==> config.mk <==
export PLATFORM = sky130hd
export DESIGN_NAME = elapsed_time_alarm_counter
export DESIGN_NICKNAME = d
export VERILOG_FILES = /design/src/shared/elapsed_alarm_pkg.sv /design/src/rtl/elapsed_alarm_counter.sv
export SDC_FILE = /design/constraint.sdc
export NUM_CORES = 1
export LEC_CHECK = 0
export BUFFER_PORTS_ARGS = -buffer_cell sky130_fd_sc_hd__buf_4
export CORE_MARGIN = 2
export CORE_UTILIZATION = 59
export CTS_BUF_LIST = sky130_fd_sc_hd__clkbuf_16
export CTS_CLUSTER_SIZE = 28
export DETAILED_ROUTE_END_ITERATION = 7
export HOLD_SLACK_MARGIN = 0.12
export PLACE_DENSITY = 0.87
export SLEW_MARGIN = 5
export SYNTH_ARGS = -nofsm -noshare
export SYNTH_HDL_FRONTEND = slang
export SYNTH_SLANG_ARGS = --single-unit
==> constraint.sdc <==
create_clock -name REF_CLK_IN -period 4.2 [get_ports REF_CLK_IN]
set_input_delay 0.21 -clock REF_CLK_IN [delete_from_list [all_inputs] [get_ports REF_CLK_IN]]
set_output_delay 0.21 -clock REF_CLK_IN [all_outputs]
set_load 0.05 [all_outputs]
==> src/shared/elapsed_alarm_pkg.sv <==
package elapsed_alarm_pkg;
  // Counter and compare width
  localparam int COUNT_W = 48;
  localparam int SLICE_W = 16;
  // Register indexes; byte address is four times the index
  localparam logic [31:0] IDX_COUNT_LOW = 32'h0b0000c4;
  localparam logic [31:0] IDX_COUNT_MID = 32'h0b0000c6;
  localparam logic [31:0] IDX_COUNT_HIGH = 32'h0b0000c8;
  localparam logic [31:0] IDX_ALARM_HIGH = 32'h0b0000ca;
  localparam logic [31:0] IDX_ALARM_LOW = 32'h0b0000cc;
  localparam logic [31:0] IDX_ALARM_MID = 32'h0b0000ce;
  localparam logic [31:0] IDX_IRQ_STATUS = 32'h0b0000e0;
  localparam logic [31:0] IDX_IRQ_MASK = 32'h0b0000e2;
  // Reset values
  localparam logic [47:0] COUNT_RESET = 48'h0000_0000_0000;
  localparam logic [47:0] ALARM_RESET = 48'h0000_0000_0000;
  localparam logic [15:0] MASK_RESET = 16'h0000;
  // Status bit of the alarm match event
  localparam int ALARM_BIT = 0;
  // Real-time clock edges before comparing resumes after a compare write
  localparam logic [1:0] ARM_EDGES = 2'h2;
  // AHB transfer type
  localparam logic [1:0] HTRANS_NONSEQ = 2'h2;
  // Captured address phase
  typedef struct packed {
    logic valid;
    logic write;
    logic [31:0] addr;
  } bus_phase_t;
endpackage

==> src/rtl/elapsed_alarm_counter.sv <==
// The implementer's own choice: the AHB-Lite interface to the registers.
`timescale 1ns/100ps
// Notes on behaviour
// 48-bit counter advances each real-time clock edge
// Width covers roughly 272 years of counting
// Counter wraps from maximum back to zero
// Only the clock unit reset pin clears counter and compare state
// Counter registers read live, write loads, reset zero
// Low register maps counter bits 15..0
// Middle register maps counter bits 31..16
// High register maps counter bits 47..32
// Three writable compare registers, reset zero
// Comparing resumes at second clock edge after write
// Alarm raised when full 48 bits match
// High compare checks counter bits 47..32
// Low compare checks counter bits 15..0
// Middle compare checks counter bits 31..16
// A slice write changes only that slice
// One pending event per match until acknowledged
module elapsed_time_alarm_counter
(
  input wire logic REF_CLK_IN, // System clock, 250 MHz
  input wire logic RST_IN, // Bus reset, high, synchronous
  input wire logic CLOCK_UNIT_RESET_PIN_N_IN, // Counter reset pin, low
  input wire logic RTC_CLK_IN, // 32.768 kHz real-time clock
  input wire logic HSEL_IN, // Slave select
  input wire logic [31:0] HADDR_IN, // Byte address
  input wire logic [1:0] HTRANS_IN, // Transfer type
  input wire logic HWRITE_IN, // Write when high
  input wire logic [2:0] HSIZE_IN, // Transfer size
  input wire logic HREADY_IN, // Bus ready
  input wire logic [31:0] HWDATA_IN, // Write data
  output logic [31:0] HRDATA_OUT, // Read data
  output logic HREADYOUT_OUT, // Slave ready
  output logic HRESP_OUT, // Response, always OKAY
  output logic IRQ_OUT // Alarm interrupt level
);
  import elapsed_alarm_pkg::*;

  // Bus phase and outputs
  bus_phase_t phase_r, phase_nxt; // Captured address phase
  logic [31:0] rdata_r, rdata_nxt; // Read data
  logic ready_r; // Ready flop
  logic resp_r; // Response flop
  logic irq_r, irq_nxt; // Interrupt flop
  // Counter state
  logic [47:0] count_r, count_nxt; // Elapsed counter
  logic [47:0] alarm_r, alarm_nxt; // Compare value
  logic [1:0] arm_r, arm_nxt; // Edges left before comparing
  logic rtc_d_r; // Delayed real-time clock
  // Interrupt state
  logic [15:0] status_r, status_nxt; // Sticky events
  logic [15:0] mask_r, mask_nxt; // Interrupt mask
  // Decoded strobes
  logic tick; // Real-time clock rising edge
  logic addr_take; // Address phase accepted
  logic [47:0] count_inc; // Counter plus one
  logic alarm_evt; // Match event this cycle
  logic rd_status; // Status read accepted
  logic [31:0] wr_idx; // Index of data-phase write
  logic wr_cl, wr_cm, wr_ch, wr_al, wr_am, wr_ah, wr_mk; // Write strobes

  // Address decode helper
  function automatic logic [31:0] to_idx(input logic [31:0] a);
    to_idx = {2'h0, a[31:2]};
  endfunction

  // Strobes from bus and real-time clock
  always_comb
  begin
    tick = RTC_CLK_IN & ~rtc_d_r;
    addr_take = HSEL_IN & HREADY_IN & (HTRANS_IN == HTRANS_NONSEQ);
    wr_idx = to_idx(phase_r.addr);
    wr_cl = phase_r.valid & phase_r.write & (wr_idx == IDX_COUNT_LOW);
    wr_cm = phase_r.valid & phase_r.write & (wr_idx == IDX_COUNT_MID);
    wr_ch = phase_r.valid & phase_r.write & (wr_idx == IDX_COUNT_HIGH);
    wr_al = phase_r.valid & phase_r.write & (wr_idx == IDX_ALARM_LOW);
    wr_am = phase_r.valid & phase_r.write & (wr_idx == IDX_ALARM_MID);
    wr_ah = phase_r.valid & phase_r.write & (wr_idx == IDX_ALARM_HIGH);
    wr_mk = phase_r.valid & phase_r.write & (wr_idx == IDX_IRQ_MASK);
    rd_status = addr_take & ~HWRITE_IN & (to_idx(HADDR_IN) == IDX_IRQ_STATUS);
    count_inc = count_r + 48'h1;
  end

  // Counter, compare and arming next values
  always_comb
  begin
    count_nxt = count_r;
    alarm_nxt = alarm_r;
    arm_nxt = arm_r;
    alarm_evt = 1'b0;
    if (tick)
    begin
      // Advance once per real-time edge; 48 bits last about 272 years
      count_nxt = count_inc;
      if (arm_r > 2'h1)
        arm_nxt = arm_r - 2'h1;
      else
      begin
        arm_nxt = 2'h0;
        // Full-width match against the value being entered
        alarm_evt = (alarm_r == count_inc);
      end
    end
    // Slice writes load only their own bits and win over the advance
    if (wr_cl | wr_cm | wr_ch)
    begin
      // Drop the advance so no carry leaks into the untouched slices
      count_nxt = count_r;
      alarm_evt = 1'b0;
    end
    if (wr_cl)
      count_nxt[15:0] = HWDATA_IN[15:0];
    if (wr_cm)
      count_nxt[31:16] = HWDATA_IN[15:0];
    if (wr_ch)
      count_nxt[47:32] = HWDATA_IN[15:0];
    if (wr_al)
      alarm_nxt[15:0] = HWDATA_IN[15:0];
    if (wr_am)
      alarm_nxt[31:16] = HWDATA_IN[15:0];
    if (wr_ah)
      alarm_nxt[47:32] = HWDATA_IN[15:0];
    if (wr_al | wr_am | wr_ah)
    begin
      // Restart the arming delay; no compare until it expires
      arm_nxt = ARM_EDGES;
      alarm_evt = 1'b0;
    end
    // Pin reset overrides everything
    if (!CLOCK_UNIT_RESET_PIN_N_IN)
    begin
      count_nxt = COUNT_RESET;
      alarm_nxt = ALARM_RESET;
      arm_nxt = 2'h0;
      alarm_evt = 1'b0;
    end
  end

  // Counter domain registers, cleared only by the pin
  always_ff @(posedge REF_CLK_IN)
  begin
    count_r <= count_nxt;
    alarm_r <= alarm_nxt;
    arm_r <= arm_nxt;
    rtc_d_r <= RTC_CLK_IN;
  end

  // Interrupt next values
  always_comb
  begin
    status_nxt = status_r;
    mask_nxt = mask_r;
    // Read clears, a same-cycle event still lands
    if (rd_status)
      status_nxt = 16'h0000;
    if (alarm_evt)
      status_nxt[ALARM_BIT] = 1'b1;
    status_nxt[15:1] = 15'h0000;
    if (wr_mk)
      mask_nxt = HWDATA_IN[15:0];
    irq_nxt = |(status_nxt & mask_nxt);
  end

  // Bus next values and read mux
  always_comb
  begin
    phase_nxt.valid = addr_take;
    phase_nxt.write = HWRITE_IN;
    phase_nxt.addr = HADDR_IN;
    rdata_nxt = 32'h0000_0000;
    if (addr_take & ~HWRITE_IN)
    begin
      // Next values so a write just ahead is seen
      case (to_idx(HADDR_IN))
        IDX_COUNT_LOW: rdata_nxt = {16'h0000, count_nxt[15:0]};
        IDX_COUNT_MID: rdata_nxt = {16'h0000, count_nxt[31:16]};
        IDX_COUNT_HIGH: rdata_nxt = {16'h0000, count_nxt[47:32]};
        IDX_ALARM_LOW: rdata_nxt = {16'h0000, alarm_nxt[15:0]};
        IDX_ALARM_MID: rdata_nxt = {16'h0000, alarm_nxt[31:16]};
        IDX_ALARM_HIGH: rdata_nxt = {16'h0000, alarm_nxt[47:32]};
        IDX_IRQ_STATUS: rdata_nxt = {16'h0000, status_r};
        IDX_IRQ_MASK: rdata_nxt = {16'h0000, mask_nxt};
        default: rdata_nxt = 32'h0000_0000;
      endcase
    end
  end

  // Bus and interrupt registers
  always_ff @(posedge REF_CLK_IN)
  begin
    if (RST_IN)
    begin
      phase_r <= '0;
      rdata_r <= 32'h0000_0000;
      ready_r <= 1'b1;
      resp_r <= 1'b0;
      status_r <= 16'h0000;
      mask_r <= MASK_RESET;
      irq_r <= 1'b0;
    end
    else
    begin
      phase_r <= phase_nxt;
      rdata_r <= rdata_nxt;
      ready_r <= 1'b1;
      resp_r <= 1'b0;
      status_r <= status_nxt;
      mask_r <= mask_nxt;
      irq_r <= irq_nxt;
    end
  end

  assign HRDATA_OUT = rdata_r;
  assign HREADYOUT_OUT = ready_r;
  assign HRESP_OUT = resp_r;
  assign IRQ_OUT = irq_r;

  logic cnt_wr; // Any counter slice write
  logic pin_ok; // Pin released
  assign cnt_wr = wr_cl | wr_cm | wr_ch;
  assign pin_ok = CLOCK_UNIT_RESET_PIN_N_IN;
endmodule

**Yosys cells after proc, flatten, opt, wreduce, memory -nomap -nowiden**

Index checks and enable logic that the tools add are counted.
Widths: inputs -> output; s select.

- Add/subtract/negate cells: 2
- $mul: 0
- Div/mod/pow operators: 0
- Order comparisons: 1
- Eq/ne operators: 17
- Shift-type cells: 0
- Muxes and demuxes: 22
- Bitwise gates (word level): 22
- Reduce and logical (&&, ||, !) cells: 4

Operator list:

| kind | count |
|---|---|
| $eq 30x28->1 const B | 15 |
| $mux 48 | 4 |
| $pmux 16 s8 | 1 |
| $mux 16 | 7 |
| $add 48x1->48 const B | 1 |
| $eq 48x48->1 | 1 |
| $and 1x16->16 | 1 |
| $reduce_or 16->1 | 1 |
| $and 1x1->1 | 13 |
| $mux 1 | 7 |
| $mux 2 | 3 |
| $not 1->1 | 4 |
| $or 1x1->1 | 4 |
| $reduce_or 2->1 | 2 |
| $eq 2x2->1 const B | 1 |
| $gt 2x1->1 const B | 1 |
| $reduce_bool 2->1 | 1 |
| $sub 2x1->2 const B | 1 |

- Flip-flop bits (word level): 183
- Latch bits: 0
- Memory bits (writable): 0
- ROM bits: 0
- Bits of input ports: 76
- Memories: 0

**Longest topological paths before layout**

- Word-level depth: 10
- Gate-level depth with buffers: 12
- Gate-level depth less buffers: 9

**Worst setup path after synthesis**

No wires, ideal clock.

- Kind: register -> register
- Start: register count_r[0]
- End: register irq_r, in the netlist IRQ_OUT
- Arrival: 3.211 ns
- Required time: 4.131 ns
- Setup slack: 0.920 ns
- Cell stages (with the launch flop): 10
- Cells stage by stage: dfxtp_1 -> ha_1 -> nand4_1 -> or3_2 -> or4_4 -> a211oi_2 -> nand4_1 -> or4_1 -> or4_1 -> o21ai_1

- Word-level cells in the longest chain between the ends: 10

RTL lines:

| what | line | source |
|---|---|---|
| from (decl) | elapsed_alarm_counter.sv:47 | `logic [47:0] count_r, count_nxt;` |
| from (signal assigned) | elapsed_alarm_counter.sv:143 | `count_r <= count_nxt;` |
| $add 48x1->48 | elapsed_alarm_counter.sv:82 | `count_inc = count_r + 48'h1;` |
| $eq 48x48->1 | elapsed_alarm_counter.sv:102 | `alarm_evt = (alarm_r == count_inc);` |
| $mux 1 | elapsed_alarm_counter.sv:96 | `if (arm_r > 2'h1)` |
| $mux 1 | elapsed_alarm_counter.sv:92 | `if (tick)` |
| $mux 1 | elapsed_alarm_counter.sv:106 | `if (wr_cl \| wr_cm \| wr_ch)` |
| $mux 1 | elapsed_alarm_counter.sv:124 | `if (wr_al \| wr_am \| wr_ah)` |
| $mux 1 | elapsed_alarm_counter.sv:131 | `if (!CLOCK_UNIT_RESET_PIN_N_IN)` |
| $mux 1 | elapsed_alarm_counter.sv:157 | `if (alarm_evt)` |
| $and 1x16->16 | elapsed_alarm_counter.sv:162 | `irq_nxt = \|(status_nxt & mask_nxt);` |
| $reduce_or 16->1 | elapsed_alarm_counter.sv:162 |  |
| to (signal assigned) | elapsed_alarm_counter.sv:210 | `irq_r <= irq_nxt;` |
| to (decl) | elapsed_alarm_counter.sv:45 | `logic irq_r, irq_nxt;` |

No other way between the ends.
A chain may end at the register's enable or synchronous reset.

**Worst setup path in the final report**

- Start: register count_r[0]
- End: register status_r[0]

- Word-level cells in the longest chain between the ends: 8

RTL lines:

| what | line | source |
|---|---|---|
| $add 48x1->48 | elapsed_alarm_counter.sv:82 |  |
| $eq 48x48->1 | elapsed_alarm_counter.sv:102 |  |
| $mux 1 | elapsed_alarm_counter.sv:96 |  |
| $mux 1 | elapsed_alarm_counter.sv:92 |  |
| $mux 1 | elapsed_alarm_counter.sv:106 |  |
| $mux 1 | elapsed_alarm_counter.sv:124 |  |
| $mux 1 | elapsed_alarm_counter.sv:131 |  |
| $mux 1 | elapsed_alarm_counter.sv:157 |  |
| to (signal assigned) | elapsed_alarm_counter.sv:208 | `status_r <= status_nxt;` |
| to (decl) | elapsed_alarm_counter.sv:52 | `logic [15:0] status_r, status_nxt;` |

No other way between the ends.

==> reports/results.txt <==
WS Path Type -> register to register
Max H-tree Level -> 4
final slew viol count -> 0
Syn. warnings -> 0
reg2reg path depth -> 9
Top FF cell, synth -> dfxtp_1
Finished Core Util -> 70.9%
Initial Util -> 60.2%
peak supply drop -> 292 uV
Critical Path Sink Type -> register
Post-Synth Adder-Cell Area -> 0.131%
most frequent cells in the layout -> dfxtp_1, nor2_1, nand2_1, buf_4, xnor2_1
vias post-DR -> 10.4k
XOR/XNOR Fraction of Synth Area -> 10.2%
CP peak stage delay -> 0.68 ns
total track usage -> 45.3%
Synth Register Bits -> 165
Nets -> 1,368
DP Wirelength -> 28,000 um
Hold Path Stages -> 3
share of cells above drive strength 1 -> 12.9%
die area -> 17,200 um^2
CP startpoint -> count_r[0]
CP most frequent cell -> or4_1
CTS buffer count -> 17
largest family of logic cells by synthesized area -> simple AND/OR/NAND/NOR gates
hold slack -> 0.133 ns
I/O Buffers -> 71
Post-Syn Area per Cell -> 7.93 um^2
Slew headroom -> 42.9%
final-layout fill cell count -> 1,269
final antenna-violating net count -> 0
Seq/Total Area, Yosys -> 34.5%
vias per cell -> 6.80
simple-gate portion of the synthesized area -> 29.0%
cell area after layout -> 11,300 um^2
Fin. Hold Viols -> 0
Setup-failing EPs final -> 0
CTS root buf -> clkbuf_16
synthesis-to-finish area growth -> 17.7%
post-DR wirelength/cell -> 26.2 um
RSZ-0062 raised after global routing -> false
fmax -> 0.257 GHz
DR pass1 iterations -> 8
antenna violations before repair -> 2
Std-Cell Rows -> 46
clock period minus worst slack -> 3.89 ns
number of synthesized flops with an enable pin -> 0
GPL Wtd Cong -> 1.08
post-route clock period utilization -> 92.7%
io pins -> 111
Residual DRC -> 0
Unique masters post-synth -> 76
first-pass GRT wire length -> 58,500 um
leading cell type in the layout, fill and taps excluded -> dfxtp_1
vias in the first global route -> 9,700
slowest CP cell -> or4_1
CP max FO -> 7
maxcap violations -> 0
Clock Path Buffers -> 2
status -> complete, no violations
Async S/R FF share, synth -> 0%
actual slew at the worst max-slew pin -> 0.849 ns
leak pwr -> 4.06 nW
hold crit path type -> input pin to register
Post-Syn Area -> 9570 um^2
setup TNS -> 0 ns
WL final -> 39,800 um
Post-DP Area -> 10,300 um^2
HP Start -> HWDATA_IN[6]
Pwr Total -> 0.00340 W
synthesized instance count -> 1,206
Sink Count -> 165
critical path startpoint category -> register
compound-cell area share of the yosys netlist -> 14.8%
clock-pin slew of the registers on the worst-case setup and hold paths -> 0.07 ns
Chip Height -> 131 um
CTS tree -> built
Cell Chain, Critical Path -> ha_1 > nand4_1 > or4_1 > nor4_1 > xnor2_1 > nand4b_1 > or4_1 > or4_1 > o22ai_1
mux cell area share after synthesis -> 5.79%
Resize count post-CTS -> 0
area taken by multi-input logic gates -> 5820 um^2
register area -> 3300 um^2
pin count of the biggest net entering global routing -> 56
Worst-Skew Late Latency -> 0.45 ns
crit path DAT -> 4.27 ns
Initial DRC Count -> 1,388
worst clock skew -> 0.0179 ns
CORE AREA -> 15,900 um^2
r2r startpoint -> count_r[0]
GRT Residual Overflow -> 0
Worst Path Required -> 4.57 ns
Die W -> 131 um
P per Cell Area -> 302 nW/um^2
[metrics by stage]
stage	std cells	setup WS, ns
after floorplan	1222	0.920
after global placement	1445	0.482
after detailed placement	1445	0.393
after CTS	1520	0.371
after global routing	1521	0.0913
final	1522	0.307
[per-layer routing]
layer,wire [um],GRT usage (%)
met1,14500,56.8
met2,16600,67.9
met3,5590,13.1
met4,3140,29.2
met5,0,0
[cell type report]
cell class	count	area share, %
well taps	216	2.40
flip-flops and latches	165	29.3
inverters	11	0.367
clock inverters	15	1.28
repair buffers	152	11.1
diodes	2	0.0444
multi-input cells	944	51.7
clock buffers	17	3.78
[path summary, 6_finish.rpt]
kind / to / slack, ns
setup / recovery: status_r[0] / 0.31
hold / removal: alarm_r[6] / 0.13
setup reg to reg: status_r[0] / 0.31
hold reg to reg: arm_r[0] / 0.47
[registers in the layout, indices dropped and copies added (netlist names)]
name / cells
HRDATA_OUT: 16
status_r: 1
IRQ_OUT: 1
count_r: 48
mask_r: 16
rtc_d_r: 1
arm_r: 2
phase_r: 32
alarm_r: 48
[kinds of logic after synthesis]
family,count (synthesis)
and+or+nand+nor,548
xor gates and xnor gates,111
adders and majority gates,1
DFF,165
AOI/OAI and AO/OA,211
muxes,55
buffers and inverters,113
other,2
[Yosys cell counts (all sizes together), types with 30 or more instances]
cell | count | area (um^2)
clkbuf | 76 | 309
nor2b | 43 | 269
nand2 | 129 | 484
dfxtp | 165 | 3300
xor2 | 45 | 394
nor2 | 151 | 567
xnor2 | 66 | 578
o21ai | 36 | 180
a211oi | 30 | 230
nand3 | 53 | 265
mux2i | 52 | 521
nand4 | 39 | 259
a21oi | 50 | 250
[report_power, final]
group / internal [W] / switching, W
combinational: 0.0000904 / 0.000170
sequential: 0.00158 / 0.0000123
clock: 0.000830 / 0.000719
total: 0.00250 / 0.000902
[critical path, delay by kind of cell (launching register included)]
family                   cells  cell delay, ns
AO/OA/AOI/OAI                1            0.17
XOR/XNOR                     1            0.19
adder cells (fa/ha/maj)      1            0.34
flip-flops                   1            0.49
AND/OR/NAND/NOR              6            2.63
[timing repair]
| item | in CTS | in global routing |
|---|---|---|
| endpoints found under the hold margin | 47 | 0 |
| hold buffers | 43 | 0 |
| buffers inserted | 0 | 0 |
No activity file was read; power rests on OpenSTA's default activity.
